`src/hdl/ewdto_pkg.sv`:
```
package ewdto_pkg;
  localparam int unsigned ADDR_W        = 32;
  localparam int unsigned DATA_W        = 64;
  localparam int unsigned TAG_W         = 3;
  localparam int unsigned RD_DEPTH      = 4;
  localparam int unsigned WR_DEPTH      = 4;
  localparam int unsigned BEATS_W       = 4;
  localparam logic [3:0]  BEATS_RST     = 4'h0;
  localparam logic [7:0]  SLOT_RST      = 8'h00;

  typedef enum logic {
    EWDTO_KIND_READ,
    EWDTO_KIND_WRITE
  } ewdto_kind_t;

  typedef enum logic [1:0] {
    EWDTO_ST_IDLE,
    EWDTO_ST_WRITE,
    EWDTO_ST_READ
  } ewdto_state_t;
endpackage : ewdto_pkg

```
`src/hdl/ewdto_tag_queue.sv`:
```
`timescale 1ns/1ps
// in-order queue of tags with a registered head output
module ewdto_tag_queue #(
  parameter int unsigned WIDTH = 8,
  parameter int unsigned DEPTH = 4
) (
  input  wire logic             clock,    // bus clock
  input  wire logic             sys_rst,  // async reset, active high
  input  wire logic             push,     // append entry
  input  wire logic [WIDTH-1:0] push_data, // entry to append
  input  wire logic             pop,      // drop head entry
  output logic                  full,     // no room left
  output logic                  empty,    // nothing held
  output logic [WIDTH-1:0]      head      // oldest entry, registered
);
  localparam int unsigned PW = (DEPTH > 1) ? $clog2(DEPTH) : 1;

  logic [WIDTH-1:0] mem_q [DEPTH];
  logic [WIDTH-1:0] mem_d [DEPTH];
  logic [PW-1:0]    rd_q, rd_d, wr_q, wr_d;
  logic [PW:0]      cnt_q, cnt_d;
  logic [WIDTH-1:0] head_q, head_d;

  assign full  = (cnt_q == (PW+1)'(DEPTH));
  assign empty = (cnt_q == '0);
  assign head  = head_q;

  function automatic logic [PW-1:0] nxt(input logic [PW-1:0] p);
    nxt = (p == PW'(DEPTH - 1)) ? '0 : p + 1'b1;
  endfunction : nxt

  always_comb begin
    logic do_push;
    logic do_pop;
    do_push = push && !full;
    do_pop  = pop && !empty;
    mem_d   = mem_q;
    rd_d    = rd_q;
    wr_d    = wr_q;
    cnt_d   = cnt_q;
    if (do_push) begin
      mem_d[wr_q] = push_data;
      wr_d        = nxt(wr_q);
    end
    if (do_pop) begin
      rd_d = nxt(rd_q);
    end
    case ({do_push, do_pop})
      2'b10:   cnt_d = cnt_q + 1'b1;
      2'b01:   cnt_d = cnt_q - 1'b1;
      default: cnt_d = cnt_q;
    endcase
    head_d = mem_d[rd_d];
  end

  always_ff @(posedge clock or posedge sys_rst) begin
    if (sys_rst) begin
      rd_q   <= '0;
      wr_q   <= '0;
      cnt_q  <= '0;
      head_q <= '0;
      for (int i = 0; i < DEPTH; i++) begin
        mem_q[i] <= '0;
      end
    end else begin
      rd_q   <= rd_d;
      wr_q   <= wr_d;
      cnt_q  <= cnt_d;
      head_q <= head_d;
      mem_q  <= mem_d;
    end
  end
endmodule : ewdto_tag_queue

```
`src/hdl/ewdto_beat_ctr.sv`:
```
`timescale 1ns/1ps
// counts acknowledged beats of one data tenure
module ewdto_beat_ctr #(
  parameter int unsigned W = 4
) (
  input  wire logic         clock,   // bus clock
  input  wire logic         sys_rst, // async reset, active high
  input  wire logic         start,   // load beat count
  input  wire logic [W-1:0] beats,   // beats in tenure, at least one
  input  wire logic         ack,     // one beat acknowledged
  output logic              last     // final beat acknowledged now
);
  import ewdto_pkg::*;

  logic [W-1:0] left_q, left_d;

  assign last = ack && (left_q == W'(1));

  always_comb begin
    left_d = left_q;
    if (start) begin
      left_d = beats;
    end else if (ack && left_q != '0) begin
      left_d = left_q - 1'b1;
    end
  end

  always_ff @(posedge clock or posedge sys_rst) begin
    if (sys_rst) begin
      left_q <= W'(BEATS_RST);
    end else begin
      left_q <= left_d;
    end
  end
endmodule : ewdto_beat_ctr

```
`src/hdl/ewdto_sequencer.sv`:
```
// Function
// - write-ahead qualifier runs next pending write first
// - writes keep their original queue order
// - writes only pass own pending reads
// - otherwise data tenures follow address order
// - enveloped write: busy, drive data, release busy
// - next grant after envelope completes the read
// - foreign tenures tolerated between any steps
// - qualifier without pending read changes nothing
// - write set fixed at address grant
// - several writes may envelope one read
// - bidirectional signals released between tenures
`timescale 1ns/1ps
module ewdto_sequencer #(
  parameter int unsigned DATA_W   = ewdto_pkg::DATA_W,
  parameter int unsigned TAG_W    = ewdto_pkg::TAG_W,
  parameter int unsigned RD_DEPTH = ewdto_pkg::RD_DEPTH,
  parameter int unsigned WR_DEPTH = ewdto_pkg::WR_DEPTH,
  parameter int unsigned BEATS_W  = ewdto_pkg::BEATS_W
) (
  input  wire logic               clock,                 // bus clock, 40 MHz
  input  wire logic               sys_rst,               // async reset, active high
  // address tenures completed by this device
  input  wire logic               addr_done,             // address tenure ends, with or without retry
  input  wire logic               address_retry_request, // retry on this address tenure
  input  wire ewdto_pkg::ewdto_kind_t addr_kind,         // kind of completing tenure
  input  wire logic [TAG_W-1:0]   addr_tag,              // tag of completing tenure
  input  wire logic [BEATS_W-1:0] addr_beats,            // beats of its data tenure
  input  wire logic               address_tenure_grant,  // address grant, seen for queue snapshot
  input  wire logic [WR_DEPTH-1:0] wr_queued,            // write queue slots holding data
  // data bus arbitration
  input  wire logic               data_tenure_grant,     // qualified data grant
  input  wire logic               write_ahead_qualifier, // write-only qualifier
  input  wire logic               data_tenure_busy_in,   // busy wire level seen
  output logic                    data_tenure_busy_out,  // busy driven value
  output logic                    data_tenure_busy_oe,   // busy driven
  // data transfer
  input  wire logic               beat_ack,              // beat acknowledge
  input  wire logic [DATA_W-1:0]  data_in,               // data wires seen
  input  wire logic [DATA_W-1:0]  wr_data,               // write data for current beat
  output logic [DATA_W-1:0]       data_out,              // data driven value
  output logic                    data_oe,               // data driven
  output logic                    wr_beat_req,           // write beat taken, next data please
  output logic [TAG_W-1:0]        cur_tag,               // tag of running data tenure
  output logic                    cur_is_write,          // running tenure is a write
  output logic                    tenure_done,           // data tenure finished, one cycle
  output logic                    rd_valid,              // read beat latched, one cycle
  output logic [DATA_W-1:0]       rd_data,               // latched read data
  output logic                    wr_snapshot_vld,       // queue snapshot taken
  output logic [WR_DEPTH-1:0]     wr_snapshot,           // writes fixed for this address
  output logic                    rd_pending,            // a read data tenure waits
  output logic                    wr_pending             // a write data tenure waits
);
  import ewdto_pkg::*;

  localparam int unsigned QW = 1 + TAG_W + BEATS_W;
  localparam int unsigned SW = $clog2(WR_DEPTH + 1);

  ewdto_state_t      st_q, st_d;
  logic [TAG_W-1:0]  tag_q, tag_d;
  logic [DATA_W-1:0] dout_q, dout_d;
  logic              oe_q, oe_d;
  logic [DATA_W-1:0] rdat_q, rdat_d;
  logic              rvld_q, rvld_d;
  logic [WR_DEPTH-1:0] snap_q, snap_d;
  logic              snap_vld_q, snap_vld_d;
  logic              done_q, done_d;

  logic              ord_push, ord_pop, ord_full, ord_empty;
  logic [QW-1:0]     ord_head;
  logic              wq_push, wq_pop, wq_full, wq_empty;
  logic [QW-1:0]     wq_head;
  logic              rq_push, rq_pop, rq_full, rq_empty;
  logic [QW-1:0]     rq_head;
  logic              grant_q;
  logic              take_grant, go_write, go_read, start;
  logic [BEATS_W-1:0] beats_sel;
  logic              last_beat;
  logic [QW-1:0]     entry;

  // envelope bookkeeping and overflow guard
  logic [SW-1:0]     skip_q, skip_d;
  logic              drain;
  logic              room;

  assign entry = {addr_kind == EWDTO_KIND_WRITE, addr_tag, addr_beats};

  // only tenures that finished without retry get a data tenure; one whose
  // kind queue is full is dropped from both queues alike, so the order
  // queue never names an entry that the kind queues never took
  assign room     = (addr_kind == EWDTO_KIND_WRITE) ? !wq_full : !rq_full;
  assign ord_push = addr_done && !address_retry_request && room;
  assign wq_push  = ord_push && addr_kind == EWDTO_KIND_WRITE;
  assign rq_push  = ord_push && addr_kind == EWDTO_KIND_READ;

  // program-order queue: decides the normal sequence
  ewdto_tag_queue #(.WIDTH(QW), .DEPTH(RD_DEPTH + WR_DEPTH)) u_order (
    .clock    (clock),
    .sys_rst  (sys_rst),
    .push     (ord_push),
    .push_data(entry),
    .pop      (ord_pop),
    .full     (ord_full),
    .empty    (ord_empty),
    .head     (ord_head)
  );

  // write-only queue: oldest write first, never reordered
  ewdto_tag_queue #(.WIDTH(QW), .DEPTH(WR_DEPTH)) u_writes (
    .clock    (clock),
    .sys_rst  (sys_rst),
    .push     (wq_push),
    .push_data(entry),
    .pop      (wq_pop),
    .full     (wq_full),
    .empty    (wq_empty),
    .head     (wq_head)
  );

  ewdto_tag_queue #(.WIDTH(QW), .DEPTH(RD_DEPTH)) u_reads (
    .clock    (clock),
    .sys_rst  (sys_rst),
    .push     (rq_push),
    .push_data(entry),
    .pop      (rq_pop),
    .full     (rq_full),
    .empty    (rq_empty),
    .head     (rq_head)
  );

  // grant edge: a fresh qualified grant while busy is low on the wire and we are idle
  assign take_grant = data_tenure_grant && !grant_q && st_q == EWDTO_ST_IDLE
                      && !data_tenure_busy_in && !ord_empty && !drain;

  // a write that ran enveloped still sits in the order queue; once it
  // reaches the head it is dropped unrun, and no grant is taken meanwhile
  // so that a stale head never picks the wrong kind
  assign drain = !ord_empty && ord_head[QW-1] && skip_q != '0;

  // qualifier looked at only with a taken grant; only effective when a
  // read heads the order and a write waits behind it
  always_comb begin
    go_write = 1'b0;
    go_read  = 1'b0;
    if (take_grant) begin
      if (write_ahead_qualifier && !wq_empty) begin
        go_write = 1'b1;
      end else if (ord_head[QW-1]) begin
        go_write = 1'b1;
      end else begin
        go_read = 1'b1;
      end
    end
  end

  assign start     = go_write || go_read;
  assign beats_sel = go_write ? wq_head[BEATS_W-1:0] : rq_head[BEATS_W-1:0];

  ewdto_beat_ctr #(.W(BEATS_W)) u_beats (
    .clock  (clock),
    .sys_rst(sys_rst),
    .start  (start),
    .beats  (beats_sel),
    .ack    (beat_ack && st_q != EWDTO_ST_IDLE),
    .last   (last_beat)
  );

  // pops: kind queue at start, order queue removes the same tag
  assign wq_pop  = go_write;
  assign rq_pop  = go_read;
  // order queue pops its head when the head is what ran, and when drain
  // drops a write that already ran ahead of a read; an enveloped write
  // leaves the read at the head and is remembered by the skip count
  // instead, as writes never pass one another
  assign ord_pop = drain || go_read || (go_write && ord_head[QW-1]);

  // count of writes run ahead of an older read of our own; a count is
  // enough, because both queues keep writes in one order, so the skipped
  // ones are always the oldest writes still in the order queue
  // it is not held to the write depth: each skipped write was popped from the
  // write queue, which can then take more, and drain undoes one per cycle once the read has run
  // the qualifier only lands here with a taken grant
  always_comb begin
    skip_d = skip_q;
    if (go_write && !ord_head[QW-1]) begin
      skip_d = skip_q + 1'b1;
    end else if (drain) begin
      skip_d = skip_q - 1'b1;
    end
  end

  always_ff @(posedge clock or posedge sys_rst) begin
    if (sys_rst) begin
      skip_q <= '0;
    end else begin
      skip_q <= skip_d;
    end
  end

  always_comb begin
    st_d       = st_q;
    tag_d      = tag_q;
    dout_d     = dout_q;
    oe_d       = oe_q;
    rdat_d     = rdat_q;
    rvld_d     = 1'b0;
    done_d     = 1'b0;
    snap_d     = snap_q;
    snap_vld_d = 1'b0;
    // queue contents captured at every address grant, of either kind
    if (address_tenure_grant) begin
      snap_d     = wr_queued;
      snap_vld_d = 1'b1;
    end
    case (st_q)
      EWDTO_ST_IDLE: begin
        oe_d = 1'b0;
        if (go_write) begin
          st_d   = EWDTO_ST_WRITE;
          tag_d  = wq_head[QW-2 -: TAG_W];
          dout_d = wr_data;
          oe_d   = 1'b1;
        end else if (go_read) begin
          st_d  = EWDTO_ST_READ;
          tag_d = rq_head[QW-2 -: TAG_W];
        end
      end
      EWDTO_ST_WRITE: begin
        // follows the supplier, which moves to the next beat one cycle after
        // each acknowledge; the bus must leave at least one cycle between
        // write beats for the new word to stand on the wires
        dout_d = wr_data;
        if (last_beat) begin
          st_d   = EWDTO_ST_IDLE;
          oe_d   = 1'b0;
          done_d = 1'b1;
        end
      end
      EWDTO_ST_READ: begin
        if (beat_ack) begin
          rdat_d = data_in;
          rvld_d = 1'b1;
        end
        if (last_beat) begin
          st_d   = EWDTO_ST_IDLE;
          done_d = 1'b1;
        end
      end
      default: begin
        st_d = EWDTO_ST_IDLE;
        oe_d = 1'b0;
      end
    endcase
  end

  always_ff @(posedge clock or posedge sys_rst) begin
    if (sys_rst) begin
      st_q       <= EWDTO_ST_IDLE;
      tag_q      <= '0;
      dout_q     <= '0;
      oe_q       <= 1'b0;
      rdat_q     <= '0;
      rvld_q     <= 1'b0;
      done_q     <= 1'b0;
      snap_q     <= WR_DEPTH'(SLOT_RST);
      snap_vld_q <= 1'b0;
      grant_q    <= 1'b0;
    end else begin
      st_q       <= st_d;
      tag_q      <= tag_d;
      dout_q     <= dout_d;
      oe_q       <= oe_d;
      rdat_q     <= rdat_d;
      rvld_q     <= rvld_d;
      done_q     <= done_d;
      snap_q     <= snap_d;
      snap_vld_q <= snap_vld_d;
      grant_q    <= data_tenure_grant;
    end
  end

  // busy held for the whole tenure, released after
  assign data_tenure_busy_out = st_q != EWDTO_ST_IDLE;
  assign data_tenure_busy_oe  = st_q != EWDTO_ST_IDLE;
  assign data_out        = dout_q;
  assign data_oe         = oe_q;
  assign wr_beat_req     = st_q == EWDTO_ST_WRITE && beat_ack;
  assign cur_tag         = tag_q;
  assign cur_is_write    = st_q == EWDTO_ST_WRITE;
  assign tenure_done     = done_q;
  assign rd_valid        = rvld_q;
  assign rd_data         = rdat_q;
  assign wr_snapshot_vld = snap_vld_q;
  assign wr_snapshot     = snap_q;
  assign rd_pending      = !rq_empty;
  assign wr_pending      = !wq_empty;
endmodule : ewdto_sequencer

```
`config.mk`:
```
export PLATFORM = sky130hd
export DESIGN_NAME = ewdto_sequencer
export DESIGN_NICKNAME = d
export VERILOG_FILES = /design/src/hdl/ewdto_pkg.sv /design/src/hdl/ewdto_tag_queue.sv /design/src/hdl/ewdto_beat_ctr.sv /design/src/hdl/ewdto_sequencer.sv
export SDC_FILE = /design/constraint.sdc
export NUM_CORES = 1
export LEC_CHECK = 0
export ABC_AREA = 1
export BUFFER_PORTS_ARGS = -buffer_cell sky130_fd_sc_hd__buf_2
export CAP_MARGIN = 20
export CORE_ASPECT_RATIO = 1.4
export CORE_MARGIN = 8
export CORE_UTILIZATION = 50
export DETAILED_ROUTE_END_ITERATION = 12
export PLACE_DENSITY_LB_ADDON = 0.08
export SLEW_MARGIN = 15
export SYNTH_ARGS = -nofsm -noshare
export SYNTH_HDL_FRONTEND = slang
export SYNTH_SLANG_ARGS = --single-unit
```
`constraint.sdc`:
```
create_clock -name clock -period 16.9 [get_ports clock]
set_input_delay 1.69 -clock clock [delete_from_list [all_inputs] [get_ports clock]]
set_output_delay 1.69 -clock clock [all_outputs]
set_load 0.05 [all_outputs]
```
==> qor.yml <==
first_pass_iters: 4
dpl_cell_area_um2: 12870
coreArea_um2: 22280
synth_top_area_frac: 0.5621
period_minus_slack_ns: 3.882
synth-seq-cells: 252
die_x_um: 142.6
drive_above_1_share: 0.2849
grt_usage: 0.2185
use_met3: 0.05840
dp_slack_ns: 12.67
required_ns: 15.21
critical_path_arrival_ns: 2.19
critPathCaptureType: "primary output"
rsz0062_at_grt: "no"
drcViolationCount: 0
hold_class: "reg -> reg"
syn_area_per_cell_um2: 9.188
tns_ns: 0
p_total_mw: 3.189
status: "completed"
timing.slew.headroom: 0.3896
finalMaxSlewViolations: 0
final_common_cell: "nand2_1"
cts-root-buf: "clkbuf_16"
portBuffers: 293
ir_drop_mv: 0.1126
grtUsageMet1: 0.2486
syn-instance-count: 1221
finalCritPeriodShare: 0.2297
rows: 65
pwr_density_cell_nw_per_um2: 231.7
via_per_inst: 4.769
netlist.top_cell.by_area: "dfrtp_1"
grt_pass1_vias: 8720
io_pins: 294
grt_pass1_wl_mm: 47.55
clockBufferDepth: 3
grt_overflow: 0
post_cts_buffers: 0
fin_cells: 1823
synthTopCellsByArea: "dfrtp_1, nand2_1, inv_1"
antenna_found_initial: 7
ys_seq_area_frac: 0.5621
placed_cells: 1777
synth.distinct_cells: 36
holdBufCountCts: 0
met2_usage: 0.3856
hold_slack_ns: 0.4678
dpl.hpwl_mm: 22.58
final_util: 0.6176
cts_tree: "built"
worst_pin_slew_ns: 0.9157
place.gp.congestion: 0.8609
num_vias: 8693
fmax_mhz: 257.6
final_nets: 1680
antenna_left: 0
p_leak_nw: 7.500
drv_cap: 0
wl_per_cell_um: 16.47
start_kind: "input port"
final_area_um2: 13760
yosys_warnings: 0
grt_max_degree: 133
path_class: "in -> out"
fin_ws_ns: 13.02
setup_violations: 0
final_cell_mix: "nand2_1, buf_2, dfrtp_1, inv_1, o21ai_0"
post_cts_resized: 0
initial_utilization: 0.5034
die_h_um: 193.2
syn_nets: 1398
wl_mm: 30.02
grt_busiest_layer: "met2"
nFillCells: 1976
path_clk_slew_ns: 0.06
syn_area_um2: 11220
finalClockSkew_ns: 0.006787
worstSkewPairLatency_ns: 0.52
cts.sinks: 252
htree_levels: 1
path_max_fanout: 3
cts_buffers: 25
hold_viol: 0
drtIter0Drc: 353
die-area_um2: 27550
syn_to_final_growth_pct: 22.67
==> path summary, 6_finish.rpt <==
kind / startpoint / endpoint / slack [ns] / cells after the start
worst max-delay path: beat_ack / wr_beat_req / 13.02 / 4
worst min-delay path: u_reads.head[5] / cur_tag[1] / 0.47 / 2
worst max register to register: st_q[0] / u_writes.cnt_q[2] / 13.97 / 16
worst min register to register: u_reads.head[5] / cur_tag[1] / 0.47 / 2
max in group asynchronous: sys_rst / data_out[50] / 13.42 / 4
min in group asynchronous: sys_rst / rd_data[40] / 1.36 / 2
==> worst max-delay path, stage by stage <==
cell and delay (ns):
buf_2 0.12, nand2_1 0.06, inv_1 0.05, buf_2 0.27
==> synthesized netlist by cell type, drive strengths merged <==
master,n
a211oi,1
dfrtp,252
nand3,70
fa,4
mux2,68
a22oi,1
xnor2,5
o21ai,82
xor2,6
inv,193
or2,3
buf,30
nand2,425
nand4,2
clkbuf,12
nor2,28
o2111ai,1
a21oi,11
o211ai,2
ha,24
o22ai,1
==> layer usage <==
layer	share of wire	wire (um)	vias to the layer above
li1	-	-	4323
met4	0.029	863	10
met2	0.50	15070	249
met1	0.39	11610	4051
met5	0.0022	67	-
met3	0.080	2408	60
==> layout make-up <==
type | count | area [um^2] | share of cell area
Tap cell | 301 | 376.6 | 0.02737
Clock inverter | 9 | 153.9 | 0.01118
Antenna cell | 2 | 5.005 | 0.0003637
Inverter | 193 | 732.0 | 0.05319
Clock buffer | 35 | 733.2 | 0.05328
Timing Repair Buffer | 297 | 1496 | 0.1087
Multi-Input combinational cell | 734 | 3959 | 0.2877
Sequential cell | 252 | 6306 | 0.4582
==> registers in the layout, indices dropped and copies added (netlist names), 2 cells and up <==
signal / cells
wr_snapshot: 4
u_reads.mem_q: 28
u_reads.rd_q: 2
st_q: 2
u_order.rd_q: 3
u_writes.rd_q: 2
u_order.wr_q: 3
u_writes.wr_q: 2
u_reads.head: 7
u_writes.mem_q: 28
rd_data: 64
skip_q: 3
u_beats.left_q: 4
cur_tag: 3
u_writes.head: 7
u_writes.cnt_q: 3
data_out: 64
u_reads.cnt_q: 3
u_order.cnt_q: 4
u_order.mem_q: 8
u_reads.wr_q: 2
==> cells by family (layout without fill, tap and decap cells) <==
group / count (synthesis) / in the layout / synth area share
compound gates: 99 / 99 / 0.04751
xor+xnor: 11 / 11 / 0.008588
fa+ha+maj: 28 / 28 / 0.03391
buf+inv: 235 / 534 / 0.08521
flops: 252 / 252 / 0.5621
mux: 68 / 68 / 0.06826
other cells: 0 / 2 / 0
simple gates: 528 / 528 / 0.1944
==> power breakdown <==
| group | leakage [nW] | switching, mW | total (mW) | internal, mW |
|---|---|---|---|---|
| Clock | 0.431 | 0.230 | 0.593 | 0.363 |
| Sequential | 2.97 | 0.141 | 1.04 | 0.900 |
| Combinational | 4.10 | 1.15 | 1.56 | 0.403 |
Note: power is estimated with default switching activity, not from simulation.
